--- src/pmbr_pkg.sv ---
package pmbr_pkg;

	// Command codes
	localparam logic [7:0] CMD_OUTPUT_ON_OFF_CONTROL = 8'h01;
	localparam logic [7:0] CMD_ENABLE_SOURCE_CONFIG = 8'h02;
	localparam logic [7:0] CMD_FAULT_CLEAR_STROBE = 8'h03;
	localparam logic [7:0] CMD_WRITE_LOCK_LEVEL = 8'h10;
	localparam logic [7:0] CMD_PROTOCOL_FEATURE_SUMMARY = 8'h19;
	localparam logic [7:0] CMD_VOLTAGE_FORMAT_EXPONENT = 8'h20;
	localparam logic [7:0] CMD_REFERENCE_SETPOINT = 8'h21;
	localparam logic [7:0] CMD_REFERENCE_UPPER_LIMIT = 8'h24;
	localparam logic [7:0] CMD_FAULT_SUMMARY_BYTE = 8'h78;
	localparam logic [7:0] CMD_FAULT_SUMMARY_WORD = 8'h79;
	localparam logic [7:0] CMD_OUTPUT_VOLTAGE_FAULTS = 8'h7A;
	localparam logic [7:0] CMD_OUTPUT_CURRENT_FAULTS = 8'h7B;
	localparam logic [7:0] CMD_INPUT_VOLTAGE_FAULTS = 8'h7C;
	localparam logic [7:0] CMD_JUNCTION_TEMP_FAULTS = 8'h7D;
	localparam logic [7:0] CMD_LINK_ERROR_STATUS = 8'h7E;
	localparam logic [7:0] CMD_VENDOR_FAULT_STATUS = 8'h80;
	localparam logic [7:0] CMD_INPUT_VOLTAGE_READING = 8'h88;
	localparam logic [7:0] CMD_FEEDBACK_VOLTAGE_READING = 8'h8B;
	localparam logic [7:0] CMD_OUTPUT_CURRENT_READING = 8'h8C;
	localparam logic [7:0] CMD_JUNCTION_TEMP_READING = 8'h8D;
	localparam logic [7:0] CMD_PART_IDENTITY_STRING = 8'hAD;
	localparam logic [7:0] CMD_REVISION_STRING = 8'hAE;
	localparam logic [7:0] CMD_STRAP_OVERRIDE_CONFIG = 8'hD0;
	localparam logic [7:0] CMD_LOOP_CONFIG_FIRST = 8'hD1;
	localparam logic [7:0] CMD_LOOP_CONFIG_SECOND = 8'hD2;
	localparam logic [7:0] CMD_LOOP_CONFIG_THIRD = 8'hD3;

	// Values after reset and fixed read values
	localparam logic [7:0] RST_OUTPUT_ON_OFF_CONTROL = 8'h80;
	localparam logic [7:0] RST_ENABLE_SOURCE_CONFIG = 8'h1F;
	localparam logic [7:0] RST_WRITE_LOCK_LEVEL = 8'h20;
	localparam logic [7:0] VAL_PROTOCOL_FEATURE_SUMMARY = 8'hC0;
	localparam logic [7:0] VAL_VOLTAGE_FORMAT_EXPONENT = 8'h17;
	localparam logic [15:0] RST_REFERENCE_SETPOINT = 16'h0100;
	localparam logic [15:0] RST_REFERENCE_UPPER_LIMIT = 16'h019A;
	localparam logic [7:0] RST_STRAP_OVERRIDE_CONFIG = 8'h00;
	localparam logic [7:0] RST_LOOP_CONFIG = 8'h00;

	// Setpoint range in 1.95 mV steps: 0.4 V and 0.8 V
	localparam logic [15:0] SETPOINT_MIN = 16'h00CD;
	localparam logic [15:0] SETPOINT_MAX = 16'h0199;

	// Target address base; strap code low three bits add on
	localparam logic [6:0] ADDR_BASE = 7'h30;
	localparam logic [1:0] STRAP_SETTLE = 2'h3;

	// Write lock levels
	localparam int WL_ALL = 7;
	localparam int WL_OP = 6;
	localparam int WL_SET = 5;

	// Enable source configuration fields; on bit of on/off control
	localparam int ESC_USE = 4;
	localparam int ESC_OP = 3;
	localparam int ESC_PIN = 2;
	localparam int ESC_POL = 1;
	localparam int OP_ON = 7;

	// Link error bits
	localparam int LE_BAD_CMD = 7;
	localparam int LE_BAD_DATA = 6;

	// Serial engine states, Gray along the usual path
	typedef enum logic [2:0] {
		ST_IDLE = 3'b000,
		ST_ADDR = 3'b001,
		ST_AACK = 3'b011,
		ST_RXB = 3'b010,
		ST_RACK = 3'b110,
		ST_TXB = 3'b111,
		ST_TACK = 3'b101
	} pmbr_state_e;

endpackage

--- src/pmbr_responder.sv ---
`timescale 1ns/1ns
module pmbr_responder import pmbr_pkg::*; #(
	// Identity strings; values arbitrary
	parameter int ID_LEN = 8,
	parameter logic [63:0] ID_STR = 64'h5245_4755_4C41_5431,
	parameter int REV_LEN = 2,
	parameter logic [15:0] REV_STR = 16'h4131
) (
	input wire logic MCLK,
	input wire logic RST,
	input wire logic CE,
	input wire logic SCL_IN,
	input wire logic SDA_IN,
	output logic SDA_OUT,
	output logic SDA_OE,
	input wire logic EN_PIN,
	input wire logic [4:0] FIRST_PROGRAM_PIN_CODE,
	input wire logic [4:0] PGM1_CODE,
	input wire logic [7:0] VOUT_FLT,
	input wire logic [7:0] IOUT_FLT,
	input wire logic [7:0] INPUT_FLT,
	input wire logic [7:0] TEMP_FLT,
	input wire logic [7:0] MFR_FLT,
	input wire logic [15:0] VIN_READING,
	input wire logic [15:0] VFB_READING,
	input wire logic [15:0] IOUT_READING,
	input wire logic [15:0] TEMP_READING,
	output logic OUTPUT_ON,
	output logic [15:0] REF_SETPOINT,
	output logic STRAP_DONE,
	output logic [1:0] CURRENT_LIMIT_SEL,
	output logic [4:0] PGM1_STRAP,
	output logic [7:0] STRAP_OVERRIDE,
	output logic [7:0] SLOPE_COMP_AMPLITUDE,
	output logic [7:0] LOOP_CONFIG2,
	output logic [7:0] LOOP_CONFIG3
);

	// Known command codes
	function automatic logic cmd_known(input logic [7:0] c);
		case (c)
			CMD_OUTPUT_ON_OFF_CONTROL, CMD_ENABLE_SOURCE_CONFIG, CMD_FAULT_CLEAR_STROBE,
			CMD_WRITE_LOCK_LEVEL, CMD_PROTOCOL_FEATURE_SUMMARY, CMD_VOLTAGE_FORMAT_EXPONENT,
			CMD_REFERENCE_SETPOINT, CMD_REFERENCE_UPPER_LIMIT, CMD_FAULT_SUMMARY_BYTE,
			CMD_FAULT_SUMMARY_WORD, CMD_OUTPUT_VOLTAGE_FAULTS, CMD_OUTPUT_CURRENT_FAULTS,
			CMD_INPUT_VOLTAGE_FAULTS, CMD_JUNCTION_TEMP_FAULTS, CMD_LINK_ERROR_STATUS,
			CMD_VENDOR_FAULT_STATUS, CMD_INPUT_VOLTAGE_READING, CMD_FEEDBACK_VOLTAGE_READING,
			CMD_OUTPUT_CURRENT_READING, CMD_JUNCTION_TEMP_READING, CMD_PART_IDENTITY_STRING,
			CMD_REVISION_STRING, CMD_STRAP_OVERRIDE_CONFIG, CMD_LOOP_CONFIG_FIRST,
			CMD_LOOP_CONFIG_SECOND, CMD_LOOP_CONFIG_THIRD: cmd_known = 1'b1;
			default: cmd_known = 1'b0;
		endcase
	endfunction

	// Data bytes a write carries; zero means not writable, except the bare fault clear
	function automatic logic [1:0] cmd_wr_len(input logic [7:0] c);
		case (c)
			CMD_OUTPUT_ON_OFF_CONTROL, CMD_ENABLE_SOURCE_CONFIG, CMD_WRITE_LOCK_LEVEL,
			CMD_STRAP_OVERRIDE_CONFIG, CMD_LOOP_CONFIG_FIRST, CMD_LOOP_CONFIG_SECOND,
			CMD_LOOP_CONFIG_THIRD: cmd_wr_len = 2'd1;
			CMD_REFERENCE_SETPOINT, CMD_REFERENCE_UPPER_LIMIT: cmd_wr_len = 2'd2;
			default: cmd_wr_len = 2'd0;
		endcase
	endfunction

	// Write lock filter; the lock byte itself is always writable
	function automatic logic lock_allows(input logic [7:0] c, input logic [7:0] wl);
		logic base;
		base = (c == CMD_WRITE_LOCK_LEVEL);
		if (wl[WL_ALL])
			lock_allows = base;
		else if (wl[WL_OP])
			lock_allows = base || c == CMD_OUTPUT_ON_OFF_CONTROL || c == CMD_FAULT_CLEAR_STROBE;
		else if (wl[WL_SET])
			lock_allows = base || c == CMD_OUTPUT_ON_OFF_CONTROL || c == CMD_FAULT_CLEAR_STROBE
				|| c == CMD_ENABLE_SOURCE_CONFIG || c == CMD_REFERENCE_SETPOINT;
		else
			lock_allows = 1'b1;
	endfunction

	// Clamp a setpoint into the legal window and under the limit
	function automatic logic [15:0] clamp_ref(input logic [15:0] v, input logic [15:0] lim);
		logic [15:0] top;
		top = (lim < SETPOINT_MAX) ? lim : SETPOINT_MAX;
		if (v > top)
			clamp_ref = top;
		else if (v < SETPOINT_MIN)
			clamp_ref = SETPOINT_MIN;
		else
			clamp_ref = v;
	endfunction

	logic scl_s1_q, scl_s2_q, scl_s3_q; // Clock line synchroniser and history
	logic sda_s1_q, sda_s2_q, sda_s3_q; // Data line synchroniser and history
	logic en_s1_q, en_s2_q; // Enable pin synchroniser
	logic [4:0] first_program_pin_s1_q, first_program_pin_s2_q, pgm1_s1_q, pgm1_s2_q; // Strap code synchronisers
	logic [1:0] settle_q; // Strap settling count
	logic strap_done_q; // Strap captured
	logic [6:0] dev_addr_q; // Own target address
	pmbr_state_e state_q; // Serial engine state
	logic [3:0] bit_cnt_q; // Bits of current byte
	logic [7:0] rx_sh_q; // Receive shifter
	logic [7:0] tx_sh_q; // Transmit shifter
	logic ack_q; // Host acknowledge, high means stop sending
	logic oe_q; // Pull the data line low
	logic wr_txn_q; // Write transaction in progress
	logic [1:0] rx_idx_q; // Bytes received after address
	logic [7:0] tx_idx_q; // Bytes sent in this read
	logic [7:0] cmd_q, data_lo_q, data_hi_q; // Latched command and data
	logic [7:0] op_q, esc_q, wl_q; // Control bytes
	logic [15:0] setpoint_q, limit_q; // Setpoint and its upper limit
	logic [7:0] strap_ovr_q, loop1_q, loop2_q, loop3_q; // Configuration bytes
	logic [7:0] vout_q, iout_q, input_q, temp_q, mfr_q, link_q; // Sticky faults
	logic on_q; // Output enable
	logic [15:0] ref_q; // Setpoint in use
	logic [7:0] tx_byte; // Byte to send next

	// Line events from synchronised levels only
	logic rise, fall, start_ev, stop_ev;
	assign rise = scl_s2_q && !scl_s3_q;
	assign fall = !scl_s2_q && scl_s3_q;
	assign start_ev = scl_s2_q && scl_s3_q && sda_s3_q && !sda_s2_q;
	assign stop_ev = scl_s2_q && scl_s3_q && !sda_s3_q && sda_s2_q;

	// Byte completion in the receive phase
	logic byte_done, cmd_byte, data_byte;
	assign byte_done = fall && state_q == ST_RXB && bit_cnt_q == 4'd8;
	assign cmd_byte = byte_done && rx_idx_q == 2'd0;
	assign data_byte = byte_done && rx_idx_q != 2'd0;

	// Stop-time decision on a write
	logic commit, len_ok, do_write, do_clear, bad_cmd, bad_data;
	assign commit = stop_ev && wr_txn_q && rx_idx_q != 2'd0;
	assign len_ok = rx_idx_q == cmd_wr_len(cmd_q) + 2'd1;
	assign do_write = commit && cmd_wr_len(cmd_q) != 2'd0 && len_ok && lock_allows(cmd_q, wl_q);
	assign do_clear = commit && cmd_q == CMD_FAULT_CLEAR_STROBE && rx_idx_q == 2'd1
		&& lock_allows(cmd_q, wl_q);
	assign bad_cmd = cmd_byte && !cmd_known(rx_sh_q);
	assign bad_data = (data_byte && cmd_wr_len(cmd_q) == 2'd0)
		|| (commit && cmd_known(cmd_q) && !do_write && !do_clear);

	// Pin synchronisers; first stage feeds only the second
	always_ff @(posedge MCLK) begin
		if (RST) begin
			scl_s1_q <= 1'b1;
			scl_s2_q <= 1'b1;
			scl_s3_q <= 1'b1;
			sda_s1_q <= 1'b1;
			sda_s2_q <= 1'b1;
			sda_s3_q <= 1'b1;
			en_s1_q <= 1'b0;
			en_s2_q <= 1'b0;
			first_program_pin_s1_q <= 5'h00;
			first_program_pin_s2_q <= 5'h00;
			pgm1_s1_q <= 5'h00;
			pgm1_s2_q <= 5'h00;
		end else if (CE) begin
			scl_s1_q <= SCL_IN;
			scl_s2_q <= scl_s1_q;
			scl_s3_q <= scl_s2_q;
			sda_s1_q <= SDA_IN;
			sda_s2_q <= sda_s1_q;
			sda_s3_q <= sda_s2_q;
			en_s1_q <= EN_PIN;
			en_s2_q <= en_s1_q;
			first_program_pin_s1_q <= FIRST_PROGRAM_PIN_CODE;
			first_program_pin_s2_q <= first_program_pin_s1_q;
			pgm1_s1_q <= PGM1_CODE;
			pgm1_s2_q <= pgm1_s1_q;
		end
	end

	// Strap capture, once, after the synchronisers have filled
	always_ff @(posedge MCLK) begin
		if (RST) begin
			settle_q <= 2'h0;
			strap_done_q <= 1'b0;
			dev_addr_q <= ADDR_BASE;
			CURRENT_LIMIT_SEL <= 2'h0;
			PGM1_STRAP <= 5'h00;
		end else if (CE && !strap_done_q) begin
			if (settle_q != STRAP_SETTLE) begin
				settle_q <= settle_q + 2'h1;
			end else begin
				strap_done_q <= 1'b1;
				dev_addr_q <= ADDR_BASE | {4'h0, first_program_pin_s2_q[2:0]};
				CURRENT_LIMIT_SEL <= first_program_pin_s2_q[4:3];
				PGM1_STRAP <= pgm1_s2_q;
			end
		end
	end

	// Serial engine: framing, address, byte shifting, acknowledge
	always_ff @(posedge MCLK) begin
		if (RST) begin
			state_q <= ST_IDLE;
			bit_cnt_q <= 4'h0;
			rx_sh_q <= 8'h00;
			tx_sh_q <= 8'h00;
			ack_q <= 1'b0;
			oe_q <= 1'b0;
			wr_txn_q <= 1'b0;
			rx_idx_q <= 2'h0;
			tx_idx_q <= 8'h00;
		end else if (CE) begin
			if (stop_ev) begin
				// Stop ends everything
				state_q <= ST_IDLE;
				oe_q <= 1'b0;
				wr_txn_q <= 1'b0;
			end else if (start_ev) begin
				// Start or repeated start; command byte is kept
				state_q <= ST_ADDR;
				bit_cnt_q <= 4'h0;
				oe_q <= 1'b0;
				tx_idx_q <= 8'h00;
			end else if (rise) begin
				// Sample on rising clock
				case (state_q)
					ST_ADDR, ST_RXB: begin
						rx_sh_q <= {rx_sh_q[6:0], sda_s2_q};
						bit_cnt_q <= bit_cnt_q + 4'h1;
					end
					ST_TXB: bit_cnt_q <= bit_cnt_q + 4'h1;
					ST_TACK: ack_q <= sda_s2_q;
					default: ;
				endcase
			end else if (fall) begin
				// Drive on falling clock
				case (state_q)
					ST_ADDR: begin
						if (bit_cnt_q == 4'd8) begin
							if (strap_done_q && rx_sh_q[7:1] == dev_addr_q) begin
								state_q <= ST_AACK;
								oe_q <= 1'b1;
								wr_txn_q <= !rx_sh_q[0];
								if (!rx_sh_q[0])
									rx_idx_q <= 2'h0;
							end else begin
								state_q <= ST_IDLE;
							end
						end
					end
					ST_AACK: begin
						bit_cnt_q <= 4'h0;
						if (wr_txn_q) begin
							state_q <= ST_RXB;
							oe_q <= 1'b0;
						end else begin
							// First read byte, MSB out at once
							state_q <= ST_TXB;
							tx_sh_q <= tx_byte;
							oe_q <= !tx_byte[7];
							tx_idx_q <= tx_idx_q + 8'h01;
						end
					end
					ST_RXB: begin
						if (bit_cnt_q == 4'd8) begin
							state_q <= ST_RACK;
							oe_q <= 1'b1;
							if (rx_idx_q != 2'h3)
								rx_idx_q <= rx_idx_q + 2'h1;
						end
					end
					ST_RACK: begin
						state_q <= ST_RXB;
						oe_q <= 1'b0;
						bit_cnt_q <= 4'h0;
					end
					ST_TXB: begin
						if (bit_cnt_q == 4'd8) begin
							state_q <= ST_TACK;
							oe_q <= 1'b0;
						end else begin
							tx_sh_q <= {tx_sh_q[6:0], 1'b0};
							oe_q <= !tx_sh_q[6];
						end
					end
					ST_TACK: begin
						// Host not acknowledging ends the read
						if (ack_q) begin
							state_q <= ST_IDLE;
						end else begin
							state_q <= ST_TXB;
							bit_cnt_q <= 4'h0;
							tx_sh_q <= tx_byte;
							oe_q <= !tx_byte[7];
							tx_idx_q <= tx_idx_q + 8'h01;
						end
					end
					default: state_q <= ST_IDLE;
				endcase
			end
		end
	end

	// Command and data capture
	always_ff @(posedge MCLK) begin
		if (RST) begin
			cmd_q <= 8'h00;
			data_lo_q <= 8'h00;
			data_hi_q <= 8'h00;
		end else if (CE && byte_done) begin
			case (rx_idx_q)
				2'h0: cmd_q <= rx_sh_q;
				2'h1: data_lo_q <= rx_sh_q;
				2'h2: data_hi_q <= rx_sh_q;
				default: ;
			endcase
		end
	end

	// Writable registers; a write lands only at a clean stop
	always_ff @(posedge MCLK) begin
		if (RST) begin
			op_q <= RST_OUTPUT_ON_OFF_CONTROL;
			esc_q <= RST_ENABLE_SOURCE_CONFIG;
			wl_q <= RST_WRITE_LOCK_LEVEL;
			setpoint_q <= RST_REFERENCE_SETPOINT;
			limit_q <= RST_REFERENCE_UPPER_LIMIT;
			strap_ovr_q <= RST_STRAP_OVERRIDE_CONFIG;
			loop1_q <= RST_LOOP_CONFIG;
			loop2_q <= RST_LOOP_CONFIG;
			loop3_q <= RST_LOOP_CONFIG;
		end else if (CE && do_write) begin
			case (cmd_q)
				CMD_OUTPUT_ON_OFF_CONTROL: op_q <= data_lo_q;
				CMD_ENABLE_SOURCE_CONFIG: esc_q <= data_lo_q;
				CMD_WRITE_LOCK_LEVEL: wl_q <= data_lo_q;
				CMD_REFERENCE_SETPOINT: setpoint_q <= clamp_ref({data_hi_q, data_lo_q}, limit_q);
				CMD_REFERENCE_UPPER_LIMIT: limit_q <= {data_hi_q, data_lo_q};
				CMD_STRAP_OVERRIDE_CONFIG: strap_ovr_q <= data_lo_q;
				CMD_LOOP_CONFIG_FIRST: loop1_q <= data_lo_q;
				CMD_LOOP_CONFIG_SECOND: loop2_q <= data_lo_q;
				CMD_LOOP_CONFIG_THIRD: loop3_q <= data_lo_q;
				default: ;
			endcase
		end
	end

	// Sticky faults; a new event beats a clear in the same cycle
	always_ff @(posedge MCLK) begin
		if (RST) begin
			vout_q <= 8'h00;
			iout_q <= 8'h00;
			input_q <= 8'h00;
			temp_q <= 8'h00;
			mfr_q <= 8'h00;
			link_q <= 8'h00;
		end else if (CE) begin
			vout_q <= (do_clear ? 8'h00 : vout_q) | VOUT_FLT;
			iout_q <= (do_clear ? 8'h00 : iout_q) | IOUT_FLT;
			input_q <= (do_clear ? 8'h00 : input_q) | INPUT_FLT;
			temp_q <= (do_clear ? 8'h00 : temp_q) | TEMP_FLT;
			mfr_q <= (do_clear ? 8'h00 : mfr_q) | MFR_FLT;
			link_q <= (do_clear ? 8'h00 : link_q) | {bad_cmd, bad_data, 6'h00};
		end
	end

	// Output enable and applied setpoint
	always_ff @(posedge MCLK) begin
		if (RST) begin
			on_q <= 1'b0;
			ref_q <= RST_REFERENCE_SETPOINT;
		end else if (CE) begin
			if (!esc_q[ESC_USE])
				on_q <= 1'b1;
			else
				on_q <= (!esc_q[ESC_OP] || op_q[OP_ON])
					&& (!esc_q[ESC_PIN] || en_s2_q == esc_q[ESC_POL]);
			// A lowered limit pulls the live setpoint down too
			ref_q <= clamp_ref(setpoint_q, limit_q);
		end
	end

	// Read data for the byte about to be sent
	always_comb begin
		logic [7:0] k;
		k = tx_idx_q - 8'h01;
		tx_byte = 8'hFF;
		case (cmd_q)
			CMD_OUTPUT_ON_OFF_CONTROL: tx_byte = op_q;
			CMD_ENABLE_SOURCE_CONFIG: tx_byte = esc_q;
			CMD_WRITE_LOCK_LEVEL: tx_byte = wl_q;
			CMD_PROTOCOL_FEATURE_SUMMARY: tx_byte = VAL_PROTOCOL_FEATURE_SUMMARY;
			CMD_VOLTAGE_FORMAT_EXPONENT: tx_byte = VAL_VOLTAGE_FORMAT_EXPONENT;
			CMD_REFERENCE_SETPOINT: tx_byte = tx_idx_q[0] ? setpoint_q[15:8] : setpoint_q[7:0];
			CMD_REFERENCE_UPPER_LIMIT: tx_byte = tx_idx_q[0] ? limit_q[15:8] : limit_q[7:0];
			CMD_FAULT_SUMMARY_BYTE: tx_byte = {1'b0, !on_q, vout_q[7], iout_q[7], input_q[4],
				|temp_q, |link_q, |mfr_q};
			CMD_FAULT_SUMMARY_WORD: tx_byte = tx_idx_q[0] ? {|vout_q, |iout_q, |input_q, |mfr_q, 4'h0}
				: {1'b0, !on_q, vout_q[7], iout_q[7], input_q[4], |temp_q, |link_q, |mfr_q};
			CMD_OUTPUT_VOLTAGE_FAULTS: tx_byte = vout_q;
			CMD_OUTPUT_CURRENT_FAULTS: tx_byte = iout_q;
			CMD_INPUT_VOLTAGE_FAULTS: tx_byte = input_q;
			CMD_JUNCTION_TEMP_FAULTS: tx_byte = temp_q;
			CMD_VENDOR_FAULT_STATUS: tx_byte = mfr_q;
			CMD_LINK_ERROR_STATUS: tx_byte = link_q;
			CMD_INPUT_VOLTAGE_READING: tx_byte = tx_idx_q[0] ? VIN_READING[15:8] : VIN_READING[7:0];
			CMD_FEEDBACK_VOLTAGE_READING: tx_byte = tx_idx_q[0] ? VFB_READING[15:8] : VFB_READING[7:0];
			CMD_OUTPUT_CURRENT_READING: tx_byte = tx_idx_q[0] ? IOUT_READING[15:8] : IOUT_READING[7:0];
			CMD_JUNCTION_TEMP_READING: tx_byte = tx_idx_q[0] ? TEMP_READING[15:8] : TEMP_READING[7:0];
			CMD_PART_IDENTITY_STRING: begin
				if (tx_idx_q == 8'h00)
					tx_byte = 8'(ID_LEN);
				else if (k < 8'(ID_LEN))
					tx_byte = ID_STR[8 * (ID_LEN - 1 - int'(k)) +: 8];
			end
			CMD_REVISION_STRING: begin
				if (tx_idx_q == 8'h00)
					tx_byte = 8'(REV_LEN);
				else if (k < 8'(REV_LEN))
					tx_byte = REV_STR[8 * (REV_LEN - 1 - int'(k)) +: 8];
			end
			CMD_STRAP_OVERRIDE_CONFIG: tx_byte = strap_ovr_q;
			CMD_LOOP_CONFIG_FIRST: tx_byte = loop1_q;
			CMD_LOOP_CONFIG_SECOND: tx_byte = loop2_q;
			CMD_LOOP_CONFIG_THIRD: tx_byte = loop3_q;
			default: tx_byte = 8'hFF;
		endcase
	end

	// Open-drain data line: only ever pulls low
	assign SDA_OUT = 1'b0;
	assign SDA_OE = oe_q;
	assign OUTPUT_ON = on_q;
	assign REF_SETPOINT = ref_q;
	assign STRAP_DONE = strap_done_q;
	assign STRAP_OVERRIDE = strap_ovr_q;
	assign SLOPE_COMP_AMPLITUDE = loop1_q;
	assign LOOP_CONFIG2 = loop2_q;
	assign LOOP_CONFIG3 = loop3_q;

endmodule

--- config.mk ---
export PLATFORM = sky130hd
export DESIGN_NAME = pmbr_responder
export DESIGN_NICKNAME = d
export VERILOG_FILES = /design/src/pmbr_pkg.sv /design/src/pmbr_responder.sv
export SDC_FILE = /design/constraint.sdc
export NUM_CORES = 1
export LEC_CHECK = 0
export BUFFER_PORTS_ARGS = -buffer_cell sky130_fd_sc_hd__buf_2
export CORE_MARGIN = 2
export CORE_UTILIZATION = 42
export DETAILED_ROUTE_END_ITERATION = 12
export PLACE_DENSITY = 0.63
export SYNTH_ARGS = -nofsm -noshare
export SYNTH_HDL_FRONTEND = slang
export SYNTH_SLANG_ARGS = --single-unit
--- constraint.sdc ---
create_clock -name MCLK -period 6.86 [get_ports MCLK]
set_input_delay 1.372 -clock MCLK [delete_from_list [all_inputs] [get_ports MCLK]]
set_output_delay 1.372 -clock MCLK [all_outputs]
set_load 0.03 [all_outputs]
=== Word level (Yosys, flattened, before mapping) ===
Cells that the tools add are included.

* Word-level logic and storage cells: 344
* Flip-flop bits (word level): 253
* Input bits: 120
* Output and inout port bits: 59

* Equality and inequality tests: 87
* Shift-type cells: 2
* Reduce and logical (&&, ||, !) cells: 103
* Add/subtract/negate cells: 8
* $lt $le $gt $ge: 7
* Bitwise logic cells: 10
* Muxes and demuxes: 81

{| class="wikitable"
|+ Operators with widths
! operator !! count
|-
| 8-bit one-hot mux with 25 select lines || 1
|-
| 8-bit equality test (second input constant) || 22
|-
| 8-bit two-way mux || 22
|-
| 8-bit by 7-bit equality test with 1-bit output (second input constant) || 14
|-
| 16-bit two-way mux || 5
|-
| 64-bit by 12-bit indexed part select with 8-bit output (first input constant) || 1
|-
| 26-bit OR reduction || 2
|-
| 8-bit by 6-bit equality test with 1-bit output (second input constant) || 6
|-
| 8-bit OR || 6
|-
| 8-bit OR reduction || 6
|-
| 8-bit by 2-bit equality test with 1-bit output (second input constant) || 4
|-
| 8-bit by 5-bit equality test with 1-bit output (second input constant) || 4
|-
| 16-bit greater-than comparator || 2
|-
| 16-bit by 8-bit less-than comparator with 1-bit output (second input constant) || 2
|-
| 1-bit logical AND || 29
|-
| 2-bit AND reduction || 14
|-
| 3-bit two-way mux || 9
|-
| 1-bit two-way mux || 23
|-
| 7-bit two-way mux || 3
|-
| 7-bit one-hot mux with 3 select lines || 1
|-
| 4-bit two-way mux || 5
|-
| 4-bit inequality test (second input constant) || 5
|-
| 3-bit one-hot mux with 6 select lines || 1
|-
| 8-bit by 1-bit equality test with 1-bit output (second input constant) || 2
|-
| other kinds (48) || 109
|}

=== Logic depth before layout (Yosys ltp) ===
* Depth in word-level cells: 14
* Depth in mapped cells: 15
* Mapped depth without buffers: 13

=== Least setup slack after synthesis ===
No wires, ideal clock.

* Path type: register to register
* From: register cmd_q[1]
* To: register loop2_q[0], in the netlist LOOP_CONFIG2[0]
* Clock period less this slack: 3.531 ns
* Buffers on the path: 2
* Data arrival time: 3.403 ns
* Required time: 6.732 ns
* Stages on the path, launching flop included: 15
* Library setup time: 0.128 ns
* Setup slack: 3.329 ns
* Path through: dfxtp_1 > buf_6 > or4b_1 > buf_2 > nor2_2 > or3_1 > inv_1 > ha_1 > xor2_1 > nor3_1 > nor4b_2 > o211ai_4 > nor4_4 > mux2i_1 > nor2_1

* Cells in the longest elaborated chain, start to end: 11
* Elaborated cells on any way between the ends: 28
* Classes of those cells: add/sub: 1; eq/ne: 11; mux: 4; reduce/logical: 12

{| class="wikitable"
|+ RTL lines
! what !! RTL line !! source
|-
| start, declared || pmbr_responder.sv:109 || <nowiki>logic [7:0] cmd_q, data_lo_q, data_hi_q;</nowiki>
|-
| start signal, assigned || pmbr_responder.sv:305 || <nowiki>2'h0: cmd_q <= rx_sh_q;</nowiki>
|-
| parallel branches: the longest is 10 deep, another holds 2-bit by 1-bit adder with 2-bit output || n/a ||
|-
| 2-bit AND reduction (no source line) (*) || n/a ||
|-
| end signal, assigned || pmbr_responder.sv:334 || <nowiki>CMD_LOOP_CONFIG_SECOND: loop2_q <= data_lo_q;</nowiki>
|-
| end, declared || pmbr_responder.sv:112 || <nowiki>logic [7:0] strap_ovr_q, loop1_q, loop2_q, loop3_q;</nowiki>
|}

Mark *: on every way between the ends.
A chain may end at the register's enable or synchronous reset.

=== Final worst setup path ===
* From: register cmd_q[1]
* To: register loop2_q[3], in the netlist LOOP_CONFIG2[3]

Same word-level chain as after synthesis.

==> impl_metrics.py <==
metrics = {
    "run_status": {
        "status": "finished clean",
    },
    "die": {
        "boundaryPins": 179,
        "core_area_sq_um": 31720,
        "start_util_pct": 42.82,
        "dieArea_sq_um": 33790,
        "die_x_um": 183.8,
        "rows": 65,
        "die-height_um": 183.8,
    },
    "critical_path": {
        "cp_data_arrival_time_ns": 5.02,
        "crit_slowest_cell": "or4b_1",
        "r2r-end": "LOOP_CONFIG2[3]",
        "path_cells": "or4b_1, nor2_2, or3_1, inv_1, ha_1, xor2_1, nor3_1, nor4b_2, o211ai_4, nor4_4, mux2i_1, nor2_1",
        "ff2ff_path_depth": 12,
        "worstReg2RegStart": "cmd_q[1]",
        "crit_required_ns": 7.27,
        "crit_fanout": 28,
        "ff2ff_setup_slack_ns": 2.25,
        "crit_path_end_kind": "flip-flop",
        "critical_path.max_stage_delay_ns": 0.86,
        "worstSetupStartpointType": "flip-flop",
        "crit_path_end": "LOOP_CONFIG2[3]",
        "crit_type": "reg -> reg",
        "crit_path_start": "cmd_q[1]",
    },
    "global_routing": {
        "grt_max_degree": 88,
        "grt_antenna_before_repair": 0,
        "grt_util_all_layers_pct": 26.68,
        "grt_pass1_vias": 12060,
        "grt_pass1_wl_um": 70950,
        "gr-total-overflow": 0,
    },
    "yosys": {
        "synthArstFlopShare_pct": 0,
        "synth_cell_type_count": 88,
        "synthCells": 1631,
        "ys_seq_area_share_pct": 36.41,
        "yosys_most_used_dff": "dfxtp_1",
        "synth-edff-count": 0,
        "synth-seq-cells": 247,
        "avgSynthCellArea_sq_um": 8.327,
        "synthesis.area_sq_um": 13580,
        "ys_warn_count": 0,
    },
    "drt": {
        "drc": 0,
        "routed_wl_um": 46370,
        "dr.pass1.iters": 5,
        "vias": 13090,
        "drt_iter0_markers": 1087,
        "viasPerCell": 6.047,
        "ant_nets": 0,
        "wire_per_inst_um": 21.42,
    },
    "sta": {
        "slew_violations": 0,
        "setup_ws_ns": 2.247,
        "worst_pin_slew_ns": 1.220,
        "rsz0062_at_grt": "no",
        "holdWs_ns": 0.4662,
        "min_period_ns": 4.613,
        "period_share_pct": 67.24,
        "fin_setup_tns_ns": 0,
        "final-setup-viol-count": 0,
        "fin_worst_skew_ns": 0.02034,
        "fmax_mhz": 216.8,
        "hold_viol_final": 0,
        "relSlewSlack_pct": 17.51,
    },
    "cells_and_area": {
        "diodes": 0,
        "nets": 1909,
        "seq_area_sq_um": 4949,
        "fillers": 3090,
        "area_growth_pct": 15.49,
        "final_cells": 2165,
        "drive_above_1_share_pct": 15.66,
        "final_cell_mix": "246 x dfxtp_1, 221 x nor2_1, 175 x buf_2",
        "layout_commonest_cell": "dfxtp_1",
        "multiInputGateArea_sq_um": 8061,
    },
    "cts": {
        "cts_buffers": 28,
        "root_buffer": "clkbuf_16",
        "cts_num_sinks": 247,
        "ctsResizeCount": 0,
        "cts_setup_buffers": 0,
        "worstSkewPairLatency_ns": 0.56,
        "clkTransAtPathRegs_ns": 0.06,
        "clk_path_buf_depth": 3,
        "cts.hold.buffers_added": 0,
        "cts_tree": "yes",
        "htree_levels": 1,
    },
    "hold_path": {
        "holdCritStartpoint": "esc_q[4]",
        "hp-class": "reg -> reg",
    },
    "power_and_ir_drop": {
        "p_leak_nw": 6.098,
        "ir_drop_uv": 205.2,
        "power.density_nw_per_um2": 209.9,
    },
    "flow_run": {
        "cap_violations": 0,
    },
    "place": {
        "dp_worst_setup_slack_ns": 2.369,
        "placed_cells": 2115,
        "hpwl_um": 33930,
        "gp_congestion": 0.9774,
        "port-buffer-count": 177,
    },
}
state kept, by name, summed over array words and instances (netlist names), 7 cells and up:
register	count
data_lo_q	8
vout_q	8
tx_sh_q	7
SLOPE_COMP_AMPLITUDE	8
LOOP_CONFIG3	8
REF_SETPOINT	16
rx_sh_q	8
limit_q	16
cmd_q	8
data_hi_q	8
iout_q	8
wl_q	8
STRAP_OVERRIDE	8
op_q	8
LOOP_CONFIG2	8
tx_idx_q	8
esc_q	8
temp_q	8
mfr_q	8
setpoint_q	16
input_q	8
how the worst min path moves through the flow:
stage / to / cells past startpoint
2_1_floorplan: OUTPUT_ON / 1
3_3_place_gp: OUTPUT_ON / 1
3_5_place_dp: OUTPUT_ON / 1
4_1_cts: OUTPUT_ON / 1
5_1_grt: OUTPUT_ON / 1
6_report: OUTPUT_ON / 1
synth_stat cells, types with 6 or more instances:
library cell / n / area, sq um
dfxtp_1: 247 / 4945
nor2_1: 221 / 829.6
mux2i_1: 151 / 1511
nand2_1: 146 / 548.0
a21oi_1: 104 / 520.5
clkbuf_1: 104 / 390.4
a22oi_1: 59 / 442.9
nand3_1: 59 / 295.3
o21ai_0: 55 / 275.3
ha_1: 46 / 575.6
inv_1: 33 / 123.9
nor3_1: 31 / 155.2
nand4_1: 18 / 112.6
nor4_1: 18 / 112.6
o211ai_1: 16 / 120.1
o22ai_1: 15 / 93.84
xnor2_1: 14 / 122.6
nand2b_1: 13 / 81.33
nor2b_1: 13 / 81.33
a31oi_1: 12 / 75.07
a211oi_1: 11 / 82.58
nand3b_1: 10 / 75.07
or3_1: 10 / 62.56
or4_1: 10 / 75.07
xor2_1: 10 / 87.58
a221oi_1: 9 / 78.83
buf_2: 9 / 45.04
a22o_1: 8 / 70.07
and3_1: 8 / 50.05
nor3b_1: 8 / 60.06
o311ai_0: 8 / 70.07
o221ai_1: 7 / 61.31
a311oi_1: 6 / 52.55
and2_1: 6 / 37.54
buf_1: 6 / 22.52
mux2_2: 6 / 67.56
o31ai_1: 6 / 45.04
worst max-delay path, delay by kind of cell, from the launching register on:
kind	cells	cell delay (ns)
XOR/XNOR	1	0.16
buffers and inverters	1	0.06
AND/OR/NAND/NOR	7	2.80
flip-flops	1	0.59
AO/OA/AOI/OAI	1	0.29
multiplexers	1	0.27
adder cells (fa/ha/maj)	1	0.29
layout make-up:
| class | count | area share (%) |
|---|---|---|
| clock inverters | 8 | 1.165 |
| inverters | 35 | 0.8376 |
| repair buffers | 193 | 6.469 |
| multi-input cells | 1238 | 51.40 |
| flip-flops and latches | 247 | 31.55 |
| well taps | 402 | 3.207 |
| clock buffers | 42 | 5.377 |
routing by layer:
metal | GRT usage (%) | wire [um] | vias up
met2 | 42.91 | 20680 | 569
met3 | 3.387 | 3391 | 106
met5 | 0 | 0 | -
li1 | - | - | 6172
met4 | 10.46 | 1851 | 0
met1 | 36.36 | 20450 | 6245
where the power goes:
group | switching, W | internal, W | leakage (nW)
sequential | 0.0000263 | 0.00146 | 2.01
clock | 0.000609 | 0.00103 | 0.497
combinational | 0.0000934 | 0.0000697 | 3.60
total | 0.000728 | 0.00256 | 6.10
logic make-up (layout without fill, tap and decap cells):
family / Yosys count / after routing / synth area share (%)
and+or+nand+nor: 617 / 617 / 22.48
AOI/OAI and AO/OA: 378 / 378 / 18.80
adders and majority gates: 46 / 46 / 4.238
xor gates and xnor gates: 25 / 25 / 1.713
DFF: 247 / 247 / 36.41
muxes: 157 / 157 / 11.63
buffers and inverters: 159 / 278 / 4.680
other: 2 / 15 / 0.05529
stage by stage:
| step | total power [W] | area, sq um | utilization [%] |
|---|---|---|---|
| after floorplan | 0.001609 | 13630 | - |
| after global placement | 0.001677 | 14660 | 46.22 |
| after detailed placement | 0.001681 | 14660 | 46.22 |
| after CTS | 0.003318 | 15690 | 49.45 |
| after global routing | 0.003405 | 15690 | 49.45 |
| final | 0.003292 | 15690 | 49.45 |
Power figures use the tool's default switching activity.
